## config.mk

```make
export PLATFORM = sky130hd
export DESIGN_NAME = sfr_upper_bank
export DESIGN_NICKNAME = d
export VERILOG_FILES = /design/src/include/sfr_upper_pkg.sv /design/src/verilog/reload_timer.sv /design/src/verilog/sfr_upper_bank.sv
export SDC_FILE = /design/constraint.sdc
export NUM_CORES = 1
export LEC_CHECK = 0
export BUFFER_PORTS_ARGS = -buffer_cell sky130_fd_sc_hd__buf_2
export CORE_ASPECT_RATIO = 0.6
export CORE_MARGIN = 2
export CORE_UTILIZATION = 40
export DETAILED_ROUTE_END_ITERATION = 8
export PLACE_DENSITY_LB_ADDON = 0.25
export SYNTH_ARGS = -nofsm -noshare
export SYNTH_HDL_FRONTEND = slang
export SYNTH_HIERARCHICAL = 1
export SYNTH_SLANG_ARGS = --single-unit
```

## constraint.sdc

```tcl
create_clock -name clk_i -period 2.52 [get_ports clk_i]
set_clock_uncertainty 0.15 [all_clocks]
set_input_delay 0.252 -clock clk_i [delete_from_list [all_inputs] [get_ports clk_i]]
set_output_delay 0.252 -clock clk_i [all_outputs]
set_load 0.05 [all_outputs]
```

## src/include/sfr_upper_pkg.sv

```systemverilog
// Constants for the upper special register bank
//
// Function
// - Writing 0 to a pending-interrupt bit clears it; writing 1 leaves it alone.
// - Writing a timer count loads it from its reload; reads return the live count.
// - Analog control bits change only when bit 7 of the written value is 0.
// - Timer three setup holds run, polarity, source, gate and 3-bit prescale fields.
// - The PWM duty is 10 bits: high eight in data, low two in setup.
// - PWM setup has ten-bit mode, 2-bit period, enable; bits 4 and 1 read zero.
// - Comparator reference holds a 4-bit value; upper four bits read zero.
// - Audio wake control has power, two thresholds, and reads detection in bit 6.
// - Port two has a sampled input register and an output register reset to zero.
// - Pending and mask registers share one bit order from multitask timer to timer 1.
package sfr_upper_pkg;

  // Register offsets
  localparam logic [7:0] AUDIO_WAKE_OFS   = 8'hce;
  localparam logic [7:0] HELD_FLAGS_OFS   = 8'hcf;
  localparam logic [7:0] SYSTEM_SETUP_OFS = 8'hd1;
  localparam logic [7:0] EXT_PAGE_OFS     = 8'hd2;
  localparam logic [7:0] CMP_REF_OFS      = 8'hd3;
  localparam logic [7:0] CMP_SETUP_OFS    = 8'hd5;
  localparam logic [7:0] CLOCK_EXT_OFS    = 8'hd6;
  localparam logic [7:0] PWM_SETUP_OFS    = 8'hd7;
  localparam logic [7:0] PWM_DUTY_OFS     = 8'hd8;
  localparam logic [7:0] T3_SETUP_OFS     = 8'hd9;
  localparam logic [7:0] T3_RELOAD_OFS    = 8'hda;
  localparam logic [7:0] T3_COUNT_OFS     = 8'hdb;
  localparam logic [7:0] P2_OUT_OFS       = 8'hdc;
  localparam logic [7:0] P2_IN_OFS        = 8'hdd;
  localparam logic [7:0] ANALOG_CTL_OFS   = 8'hef;
  localparam logic [7:0] IRQ_MASK_OFS     = 8'hfd;
  localparam logic [7:0] IRQ_PEND_OFS     = 8'hfe;

  // Writable bits of each register
  localparam logic [7:0] AUDIO_WAKE_WMASK = 8'hbf;
  localparam logic [7:0] HELD_FLAGS_WMASK = 8'hf1;
  localparam logic [7:0] SYSTEM_WMASK     = 8'hfb;
  localparam logic [7:0] EXT_PAGE_WMASK   = 8'h3f;
  localparam logic [7:0] CMP_REF_WMASK    = 8'h0f;
  localparam logic [7:0] CMP_SETUP_WMASK  = 8'h0f;
  localparam logic [7:0] CLOCK_EXT_WMASK  = 8'hf7;
  localparam logic [7:0] PWM_SETUP_WMASK  = 8'hed;
  localparam logic [7:0] T3_SETUP_WMASK   = 8'hf7;
  localparam logic [7:0] ANALOG_WMASK     = 8'h39;

  // Reset values
  localparam logic [7:0] REG_RST          = 8'h00;
  localparam logic [1:0] CMP_OUT_RST      = 2'h3;

  // Field positions
  localparam int ANALOG_LOCK_BIT   = 7;
  localparam int AWAKE_DETECT_BIT  = 6;
  localparam int T3_RUN_BIT        = 7;
  localparam int T3_POLARITY_BIT   = 6;
  localparam int T3_SOURCE_BIT     = 5;
  localparam int T3_GATE_BIT       = 4;
  localparam int T3_PS_MSB         = 2;
  localparam int PWM_LOW_MSB       = 7;
  localparam int PWM_TEN_BIT       = 5;
  localparam int PWM_CYCLE_MSB     = 3;
  localparam int PWM_ON_BIT        = 0;

  // Interrupt bit order
  localparam int IRQ_MULTITASK_BIT = 7;
  localparam int IRQ_P0_2_BIT      = 6;
  localparam int IRQ_BLOCK_BIT     = 5;
  localparam int IRQ_TIMER3_BIT    = 4;
  localparam int IRQ_P0_0_BIT      = 3;
  localparam int IRQ_ENDMARK_BIT   = 2;
  localparam int IRQ_TIMER2_BIT    = 1;
  localparam int IRQ_TIMER1_BIT    = 0;

endpackage

```

## src/verilog/reload_timer.sv

```systemverilog
// Prescaled up-counter that reloads on overflow or on request
`timescale 1ns/1ps
`default_nettype none
module reload_timer #(
  parameter int WIDTH   = 8,
  parameter int PS_BITS = 3
) (
  // Clock and reset
  input  wire logic               clk_i,
  input  wire logic               rst_n_i,
  input  wire logic               ce_i,
  // Control
  input  wire logic               run_i,
  input  wire logic               gate_ok_i,
  input  wire logic [PS_BITS-1:0] prescale_i,
  input  wire logic               load_i,
  input  wire logic [WIDTH-1:0]   reload_i,
  // Status
  output logic      [WIDTH-1:0]   count_o,
  output logic                    wrap_o
);
  localparam int PRE_W = (2 ** PS_BITS) - 1;

  if (WIDTH < 2 || PS_BITS < 1 || PS_BITS > 4) begin : g_bad_params
    $error("reload_timer: unsupported WIDTH or PS_BITS");
  end

  logic [PRE_W-1:0] pre_reg;
  logic [PRE_W-1:0] pre_mask;
  logic             tick;
  logic             counting;

  assign counting = run_i && gate_ok_i;
  assign pre_mask = ~({PRE_W{1'b1}} << prescale_i);
  assign tick     = counting && ((pre_reg & pre_mask) == pre_mask);

  // Prescaler divides the clock by two to the prescale select
  always_ff @(posedge clk_i or negedge rst_n_i) begin
    if (!rst_n_i) begin
      pre_reg <= '0;
    end else if (ce_i) begin
      if (load_i) begin
        pre_reg <= '0;
      end else if (counting) begin
        pre_reg <= pre_reg + 1'b1;
      end
    end
  end

  // Count up, reload on overflow or when software writes the count
  always_ff @(posedge clk_i or negedge rst_n_i) begin
    if (!rst_n_i) begin
      count_o <= '0;
      wrap_o  <= 1'b0;
    end else if (ce_i) begin
      wrap_o <= 1'b0;
      if (load_i) begin
        count_o <= reload_i;
      end else if (tick) begin
        if (&count_o) begin
          count_o <= reload_i;
          wrap_o  <= 1'b1;
        end else begin
          count_o <= count_o + 1'b1;
        end
      end
    end
  end
endmodule // reload_timer
`default_nettype wire

```

## src/verilog/sfr_upper_bank.sv

```systemverilog
// Upper special register bank with timer three, port two and interrupts
//
// The address-and-strobe port was left to the implementer.
`timescale 1ns/1ps
`default_nettype none
module sfr_upper_bank
  import sfr_upper_pkg::*;
#(
  parameter int SYNC_STAGES = 2
) (
  // Clock, reset, enable
  input  wire logic       clk_i,
  input  wire logic       rst_n_i,
  input  wire logic       ce_i,
  // Register port
  input  wire logic [7:0] addr_i,
  input  wire logic [7:0] wdata_i,
  input  wire logic       wr_i,
  input  wire logic       rd_i,
  output logic      [7:0] rdata_o,
  // Interrupt events and request
  input  wire logic [7:0] event_i,
  output logic            irq_o,
  // Pins and analog status
  input  wire logic [7:0] port_two_pin_i,
  input  wire logic       comparator_a_output_i,
  input  wire logic       comparator_b_output_i,
  input  wire logic       wake_detect_i,
  input  wire logic       timer_three_gate_pin_i,
  // Register contents toward the chip
  output logic      [7:0] port_two_output_o,
  output logic      [7:0] timer_three_count_o,
  output logic      [7:0] timer_three_setup_o,
  output logic      [9:0] pwm_duty_o,
  output logic      [7:0] pwm_setup_o,
  output logic      [7:0] comparator_setup_o,
  output logic      [7:0] comparator_reference_o,
  output logic      [7:0] external_address_page_o,
  output logic      [7:0] held_flags_copy_o,
  output logic      [7:0] audio_wake_control_o,
  output logic      [7:0] clock_extension_setup_o,
  output logic      [7:0] system_setup_o,
  output logic      [7:0] analog_control_o,
  output logic      [7:0] irq_mask_o
);
  localparam int SYNC_W = 12;

  if (SYNC_STAGES != 2) begin : g_bad_sync
    $error("sfr_upper_bank: SYNC_STAGES must be 2");
  end

  localparam logic [SYNC_W-1:0] SYNC_RST = {2'b00, CMP_OUT_RST, 8'h00};

  logic [SYNC_W-1:0] sync1_reg;
  logic [SYNC_W-1:0] sync2_reg;
  logic [7:0]        pin_sync;
  logic              cmp_a_sync;
  logic              cmp_b_sync;
  logic              detect_sync;
  logic              gate_sync;
  logic [7:0]        irq_reg;
  logic [7:0]        irq_next;
  logic [7:0]        imr_reg;
  logic [7:0]        events;
  logic [7:0]        read_value;
  logic [7:0]        t3_reload_reg;
  logic [7:0]        pwm_data_reg;
  logic              wr_en;
  logic              rd_en;
  logic              t3_wrap;
  logic              t3_gate_ok;

  assign wr_en = wr_i && ce_i;
  assign rd_en = rd_i && ce_i;

  // Two-stage synchroniser for all pin and analog inputs
  always_ff @(posedge clk_i or negedge rst_n_i) begin
    if (!rst_n_i) begin
      sync1_reg <= SYNC_RST;
      sync2_reg <= SYNC_RST;
    end else if (ce_i) begin
      sync1_reg <= {timer_three_gate_pin_i, wake_detect_i, comparator_a_output_i,
                    comparator_b_output_i, port_two_pin_i};
      sync2_reg <= sync1_reg;
    end
  end

  assign pin_sync    = sync2_reg[7:0];
  assign cmp_b_sync  = sync2_reg[8];
  assign cmp_a_sync  = sync2_reg[9];
  assign detect_sync = sync2_reg[10];
  assign gate_sync   = sync2_reg[11];

  // Plain registers with fixed-zero bits masked; all read back except timer three setup, which reads zero
  always_ff @(posedge clk_i or negedge rst_n_i) begin
    if (!rst_n_i) begin
      port_two_output_o       <= REG_RST;
      t3_reload_reg           <= REG_RST;
      timer_three_setup_o     <= REG_RST;
      pwm_data_reg            <= REG_RST;
      pwm_setup_o             <= REG_RST;
      comparator_reference_o  <= REG_RST;
      external_address_page_o <= REG_RST;
      held_flags_copy_o       <= REG_RST;
      audio_wake_control_o    <= REG_RST;
      clock_extension_setup_o <= REG_RST;
      system_setup_o          <= REG_RST;
      irq_mask_o              <= REG_RST;
      imr_reg                 <= REG_RST;
    end else if (wr_en) begin
      case (addr_i)
        P2_OUT_OFS:       port_two_output_o       <= wdata_i;
        T3_RELOAD_OFS:    t3_reload_reg           <= wdata_i;
        T3_SETUP_OFS:     timer_three_setup_o     <= wdata_i & T3_SETUP_WMASK;
        PWM_DUTY_OFS:     pwm_data_reg            <= wdata_i;
        PWM_SETUP_OFS:    pwm_setup_o             <= wdata_i & PWM_SETUP_WMASK;
        CMP_REF_OFS:      comparator_reference_o  <= wdata_i & CMP_REF_WMASK;
        EXT_PAGE_OFS:     external_address_page_o <= wdata_i & EXT_PAGE_WMASK;
        HELD_FLAGS_OFS:   held_flags_copy_o       <= wdata_i & HELD_FLAGS_WMASK;
        AUDIO_WAKE_OFS:   audio_wake_control_o    <= wdata_i & AUDIO_WAKE_WMASK;
        CLOCK_EXT_OFS:    clock_extension_setup_o <= wdata_i & CLOCK_EXT_WMASK;
        SYSTEM_SETUP_OFS: system_setup_o          <= wdata_i & SYSTEM_WMASK;
        IRQ_MASK_OFS: begin
          imr_reg    <= wdata_i;
          irq_mask_o <= wdata_i;
        end
        default: begin
        end
      endcase
    end
  end

  // Comparator setup keeps only mux and channel; outputs come from the comparators
  always_ff @(posedge clk_i or negedge rst_n_i) begin
    if (!rst_n_i) begin
      comparator_setup_o <= {CMP_OUT_RST, 6'h00};
    end else if (ce_i) begin
      comparator_setup_o[7:6] <= {cmp_a_sync, cmp_b_sync};
      comparator_setup_o[5:4] <= 2'h0;
      if (wr_i && addr_i == CMP_SETUP_OFS) begin
        comparator_setup_o[3:0] <= wdata_i[3:0] & CMP_SETUP_WMASK[3:0];
      end
    end
  end

  // Analog control accepts a write only when its lock bit is written as zero
  always_ff @(posedge clk_i or negedge rst_n_i) begin
    if (!rst_n_i) begin
      analog_control_o <= REG_RST;
    end else if (wr_en && addr_i == ANALOG_CTL_OFS && !wdata_i[ANALOG_LOCK_BIT]) begin
      analog_control_o <= wdata_i & ANALOG_WMASK;
    end
  end

  // PWM duty assembled from both registers
  always_ff @(posedge clk_i or negedge rst_n_i) begin
    if (!rst_n_i) begin
      pwm_duty_o <= 10'h000;
    end else if (ce_i) begin
      pwm_duty_o <= {pwm_data_reg, pwm_setup_o[PWM_LOW_MSB -: 2]};
    end
  end

  // Timer three gate follows the selected pin polarity
  assign t3_gate_ok = !timer_three_setup_o[T3_GATE_BIT] ||
                      (gate_sync == timer_three_setup_o[T3_POLARITY_BIT]);

  reload_timer #(
    .WIDTH   (8),
    .PS_BITS (3)
  ) u_timer_three (
    .clk_i      (clk_i),
    .rst_n_i    (rst_n_i),
    .ce_i       (ce_i),
    .run_i      (timer_three_setup_o[T3_RUN_BIT]),
    .gate_ok_i  (t3_gate_ok),
    .prescale_i (timer_three_setup_o[T3_PS_MSB -: 3]),
    .load_i     (wr_i && addr_i == T3_COUNT_OFS),
    .reload_i   (t3_reload_reg),
    .count_o    (timer_three_count_o),
    .wrap_o     (t3_wrap)
  );

  // Pending interrupts: events set, written zeros clear, set wins
  always_comb begin
    events                 = event_i;
    events[IRQ_TIMER3_BIT] = event_i[IRQ_TIMER3_BIT] | t3_wrap;
    irq_next               = irq_reg;
    if (wr_i && addr_i == IRQ_PEND_OFS) begin
      irq_next = irq_reg & wdata_i;
    end
    irq_next = irq_next | events;
  end

  always_ff @(posedge clk_i or negedge rst_n_i) begin
    if (!rst_n_i) begin
      irq_reg <= REG_RST;
      irq_o   <= 1'b0;
    end else if (ce_i) begin
      irq_reg <= irq_next;
      irq_o   <= |(irq_next & (wr_i && addr_i == IRQ_MASK_OFS ? wdata_i : imr_reg));
    end
  end

  // Read multiplexer; unmapped addresses read zero
  always_comb begin
    case (addr_i)
      P2_IN_OFS:        read_value = pin_sync;
      P2_OUT_OFS:       read_value = port_two_output_o;
      T3_COUNT_OFS:     read_value = timer_three_count_o;
      T3_RELOAD_OFS:    read_value = t3_reload_reg;
      PWM_DUTY_OFS:     read_value = pwm_data_reg;
      PWM_SETUP_OFS:    read_value = pwm_setup_o;
      CLOCK_EXT_OFS:    read_value = clock_extension_setup_o;
      SYSTEM_SETUP_OFS: read_value = system_setup_o;
      CMP_SETUP_OFS:    read_value = comparator_setup_o;
      CMP_REF_OFS:      read_value = comparator_reference_o;
      EXT_PAGE_OFS:     read_value = external_address_page_o;
      HELD_FLAGS_OFS:   read_value = held_flags_copy_o;
      AUDIO_WAKE_OFS: begin
        read_value                   = audio_wake_control_o;
        read_value[AWAKE_DETECT_BIT] = detect_sync;
      end
      ANALOG_CTL_OFS:   read_value = analog_control_o;
      IRQ_MASK_OFS:     read_value = imr_reg;
      IRQ_PEND_OFS:     read_value = irq_reg;
      default:          read_value = 8'h00;
    endcase
  end

  // Read data stand only in the cycle after the read strobe
  always_ff @(posedge clk_i or negedge rst_n_i) begin
    if (!rst_n_i) begin
      rdata_o <= 8'h00;
    end else if (ce_i) begin
      rdata_o <= rd_i ? read_value : 8'h00;
    end
  end
endmodule // sfr_upper_bank
`default_nettype wire

```

==> flow_metrics.tcl <==
set metrics [dict create \
    status "complete, no violations" \
    die_width_um 187 \
    drc_errors 0 \
    drive_gt1_share_pct 39.4 \
    io_pins 164 \
    critPathKind "input pin to register" \
    cp-start-kind "input pin" \
    synth_cell_types 76 \
    wl_per_cell_um 21.9 \
    rows 40 \
    syn_area_um2 8070 \
    r2r-end "u_timer_three/count_o[2]$_DFFE_PN0P_" \
    slew_headroom_pct 53.8 \
    crit_family "simple AND/OR/NAND/NOR gates" \
    worstHoldStart "rd_i" \
    power_density_nw_per_um2 632 \
    ys_warn_count 6 \
    clkSlewWorstSetupHoldPaths_ns 0.07 \
    hold_violations 0 \
    clk_latency_ns 0.43 \
    crit_arrival_ns 2.19 \
    design_area_um2 10100 \
    grt_pass1_wl_um 40000 \
    rsz0062_at_grt "no" \
    core-area_um2 19900 \
    antenna_cells 0 \
    cts_tree "built" \
    wirelength_um 26500 \
    overflow 0 \
    worstHoldEndpoint "rdata_o[0]$_DFFE_PN0P_" \
    root_buffer "clkbuf_16" \
    post-route-util_pct 50.6 \
    worst_slew_pin_slew_ns 0.675 \
    r2r_cells 5 \
    setup_violations 0 \
    clock-sinks 158 \
    first_global_vias 6373 \
    r2r_slack_ns 0.53 \
    cts_buffer_depth 2 \
    via_count 6910 \
    cpPeakStageDelay_ns 0.63 \
    min_path_cells 5 \
    path_cells "buf_2 > and2b_1 > nand2_1 > nor2_1 > a2111oi_0 > buf_4 > a31oi_1" \
    gp_congestion 0.910 \
    postCtsSetupBuffers 0 \
    port_buffers 142 \
    grt_most_used_layer "met1" \
    hold_path.class "input pin to register" \
    grt_max_degree 52 \
    gr-usage-all-layers_pct 25.0 \
    grt_util_met1_pct 40.5 \
    place_inst 1153 \
    grtUsageMet3_pct 5.61 \
    synth_cells 729 \
    synthArstFlopShare_pct 100 \
    period_minus_slack_ns 2.05 \
    synth-seq-cells 158 \
    cts_made_buffers 17 \
    irDropWorstVdd_mv 0.467 \
    cp_max_fo 14 \
    place_area_um2 9260 \
    drtAntennaViolNets 0 \
    hold_ws_ns 0.150 \
    cap_viol_max_count 0 \
    end_kind "register" \
    slowest_stage "a2111oi_0" \
    use_met2_pct 32.9 \
    r2r_start "u_timer_three/pre_reg[0]$_DFFE_PN0P_" \
    start_util_pct 40.5 \
    clock.fmax_mhz 487 \
    slew_violations 0 \
    antenna_found_initial 0 \
    dr.first_iter.drc_count 595 \
    required_ns 2.66 \
    syn_area_per_cell_um2 11.1 \
    p_leak_nw 4.77 \
    h-tree-depth 4 \
    firstDrtPassIters 5 \
    ys_seq_area_share_pct 49.1 \
    ys.flop_type "dfrtp_1" \
    finalNonFillerCells 1206 \
    synth_edf_count 0 \
    vias_per_cell 5.73 \
    period_share_pct 81.4 \
    die-area_um2 21400 \
    path_buf_inv 2 \
    dp_hpwl_um 19500 \
    final_nets 963 \
    synthToLayoutAreaGrowth_pct 24.8 \
    final.setup.tns_ns 0 \
    fp.dieH_um 114 \
]
[routing by layer]
layer / wire length (µm) / up-vias / share of wire (%)
li1: - / 3055 / -
met1: 13300 / 3476 / 50
met2: 10400 / 350 / 39
met3: 2460 / 29 / 9.3
met4: 337 / 0 / 1.3
met5: 0 / - / 0
[worst max path at each step]
stage,cells after the start,slack [ns],from,end
floorplan,9,0.27,addr_i[4],u_timer_three/pre_reg[4]$_DFFE_PN0P_
global placement,7,0.1,addr_i[0],rdata_o[0]$_DFFE_PN0P_
detailed placement,7,0.07,addr_i[0],rdata_o[0]$_DFFE_PN0P_
CTS,7,0.50,addr_i[0],rdata_o[0]$_DFFE_PN0P_
global route,7,0.36,addr_i[0],rdata_o[0]$_DFFE_PN0P_
finish,7,0.47,addr_i[0],rdata_o[0]$_DFFE_PN0P_
[cell type report]
class | count | area [µm²]
inverters | 14 | 52.6
multi-input cells | 519 | 3790
flip-flops and latches | 158 | 3960
clock inverters | 10 | 128
clock buffers | 22 | 484
fillers | 1903 | 9840
well taps | 273 | 342
repair buffers | 210 | 1320
[cell usage after synthesis, types with 3 or more instances]
| cell | n | area [µm²] |
|---|---|---|
| a21oi_1 | 23 | 115 |
| nor2_2 | 4 | 25.0 |
| nor3_1 | 12 | 60.1 |
| nand3b_1 | 4 | 30.0 |
| a221oi_1 | 4 | 35.0 |
| mux2i_1 | 10 | 100 |
| a22oi_1 | 23 | 173 |
| nand3_1 | 20 | 100 |
| o211ai_1 | 3 | 22.5 |
| a22o_1 | 10 | 87.6 |
| and3_1 | 6 | 37.5 |
| inv_1 | 12 | 45.0 |
| dfstp_2 | 6 | 158 |
| buf_4 | 27 | 203 |
| buf_1 | 3 | 11.3 |
| o21ai_1 | 6 | 30.0 |
| a32oi_1 | 3 | 26.3 |
| mux2_2 | 116 | 1310 |
| and2_1 | 3 | 18.8 |
| nand2b_1 | 7 | 43.8 |
| dfrtp_1 | 152 | 3800 |
| nor4_4 | 3 | 63.8 |
| nor2_1 | 38 | 143 |
| nand2_1 | 56 | 210 |
| clkbuf_1 | 15 | 56.3 |
| o22ai_1 | 8 | 50.1 |
| nor4_1 | 5 | 31.3 |
| a2111oi_0 | 4 | 35.0 |
| o2bb2ai_1 | 8 | 70.1 |
| nor3_2 | 4 | 40.0 |
| o21ai_0 | 47 | 235 |
| a31oi_1 | 5 | 31.3 |
| buf_2 | 12 | 60.1 |
| nand4_1 | 9 | 56.3 |
| nor2b_1 | 6 | 37.5 |
[where the power goes]
group | internal (W) | switching (W)
registers | 0.00267 | 0.000132
clock network | 0.00158 | 0.00112
logic | 0.000268 | 0.000596
total | 0.00452 | 0.00184
[what timing repair did]
action / 4_1_cts / 5_1_grt
resized for setup: 0 / 0
endpoints found under the hold margin: 68 / 0
hold buffers: 21 / 0
[tightest hold or removal path: stages]
cell,delay (ns)
buf_2,0.10
nand2_1,0.10
a31oi_2,0.08
nor2_1,0.11
a31oi_1,0.05
[kinds of logic after synthesis]
logic type | Yosys count | synth area share, %
mux | 126 | 17.4
simple gates | 197 | 13.5
xor+xnor | 4 | 0.434
buf+inv | 72 | 4.88
fa+ha+maj | 2 | 0.310
other cells | 1 | 0.0464
flops | 158 | 49.1
compound gates | 169 | 14.4
[through the flow]
| step | setup slack, ns | total power (W) |
|---|---|---|
| floorplan | 0.274 | 0.00339 |
| global placement | 0.0962 | 0.00367 |
| detailed placement | 0.0749 | 0.00368 |
| CTS | 0.496 | 0.00637 |
| global route | 0.360 | 0.00658 |
| finish | 0.468 | 0.00637 |
[placed cells by master, fill, tap and decap left out, types with 3 or more instances in the layout]
cell,n
dfstp_2,6
o22ai_1,8
clkbuf_16,17
a22oi_1,23
dlygate4sd3_1,21
nand2b_1,7
nor2_2,4
nor2b_1,6
o2bb2ai_1,8
and2_1,3
nor3_2,4
nor2_1,38
a221oi_1,4
nor4_4,3
a22o_1,10
dfrtp_1,152
mux2_2,116
buf_4,44
nand2_1,56
nor4_1,5
conb_1,21
clkbuf_8,4
a2111oi_0,4
clkinv_4,4
buf_2,141
inv_1,12
nand3_1,20
o211ai_1,3
o21ai_0,47
and3_1,6
a31oi_1,5
a32oi_1,3
a21oi_1,23
buf_12,3
nand4_1,9
nand3b_1,4
nor3_1,12
o21ai_1,6
mux2i_1,10
Note: power is estimated with default switching activity, not from simulation.
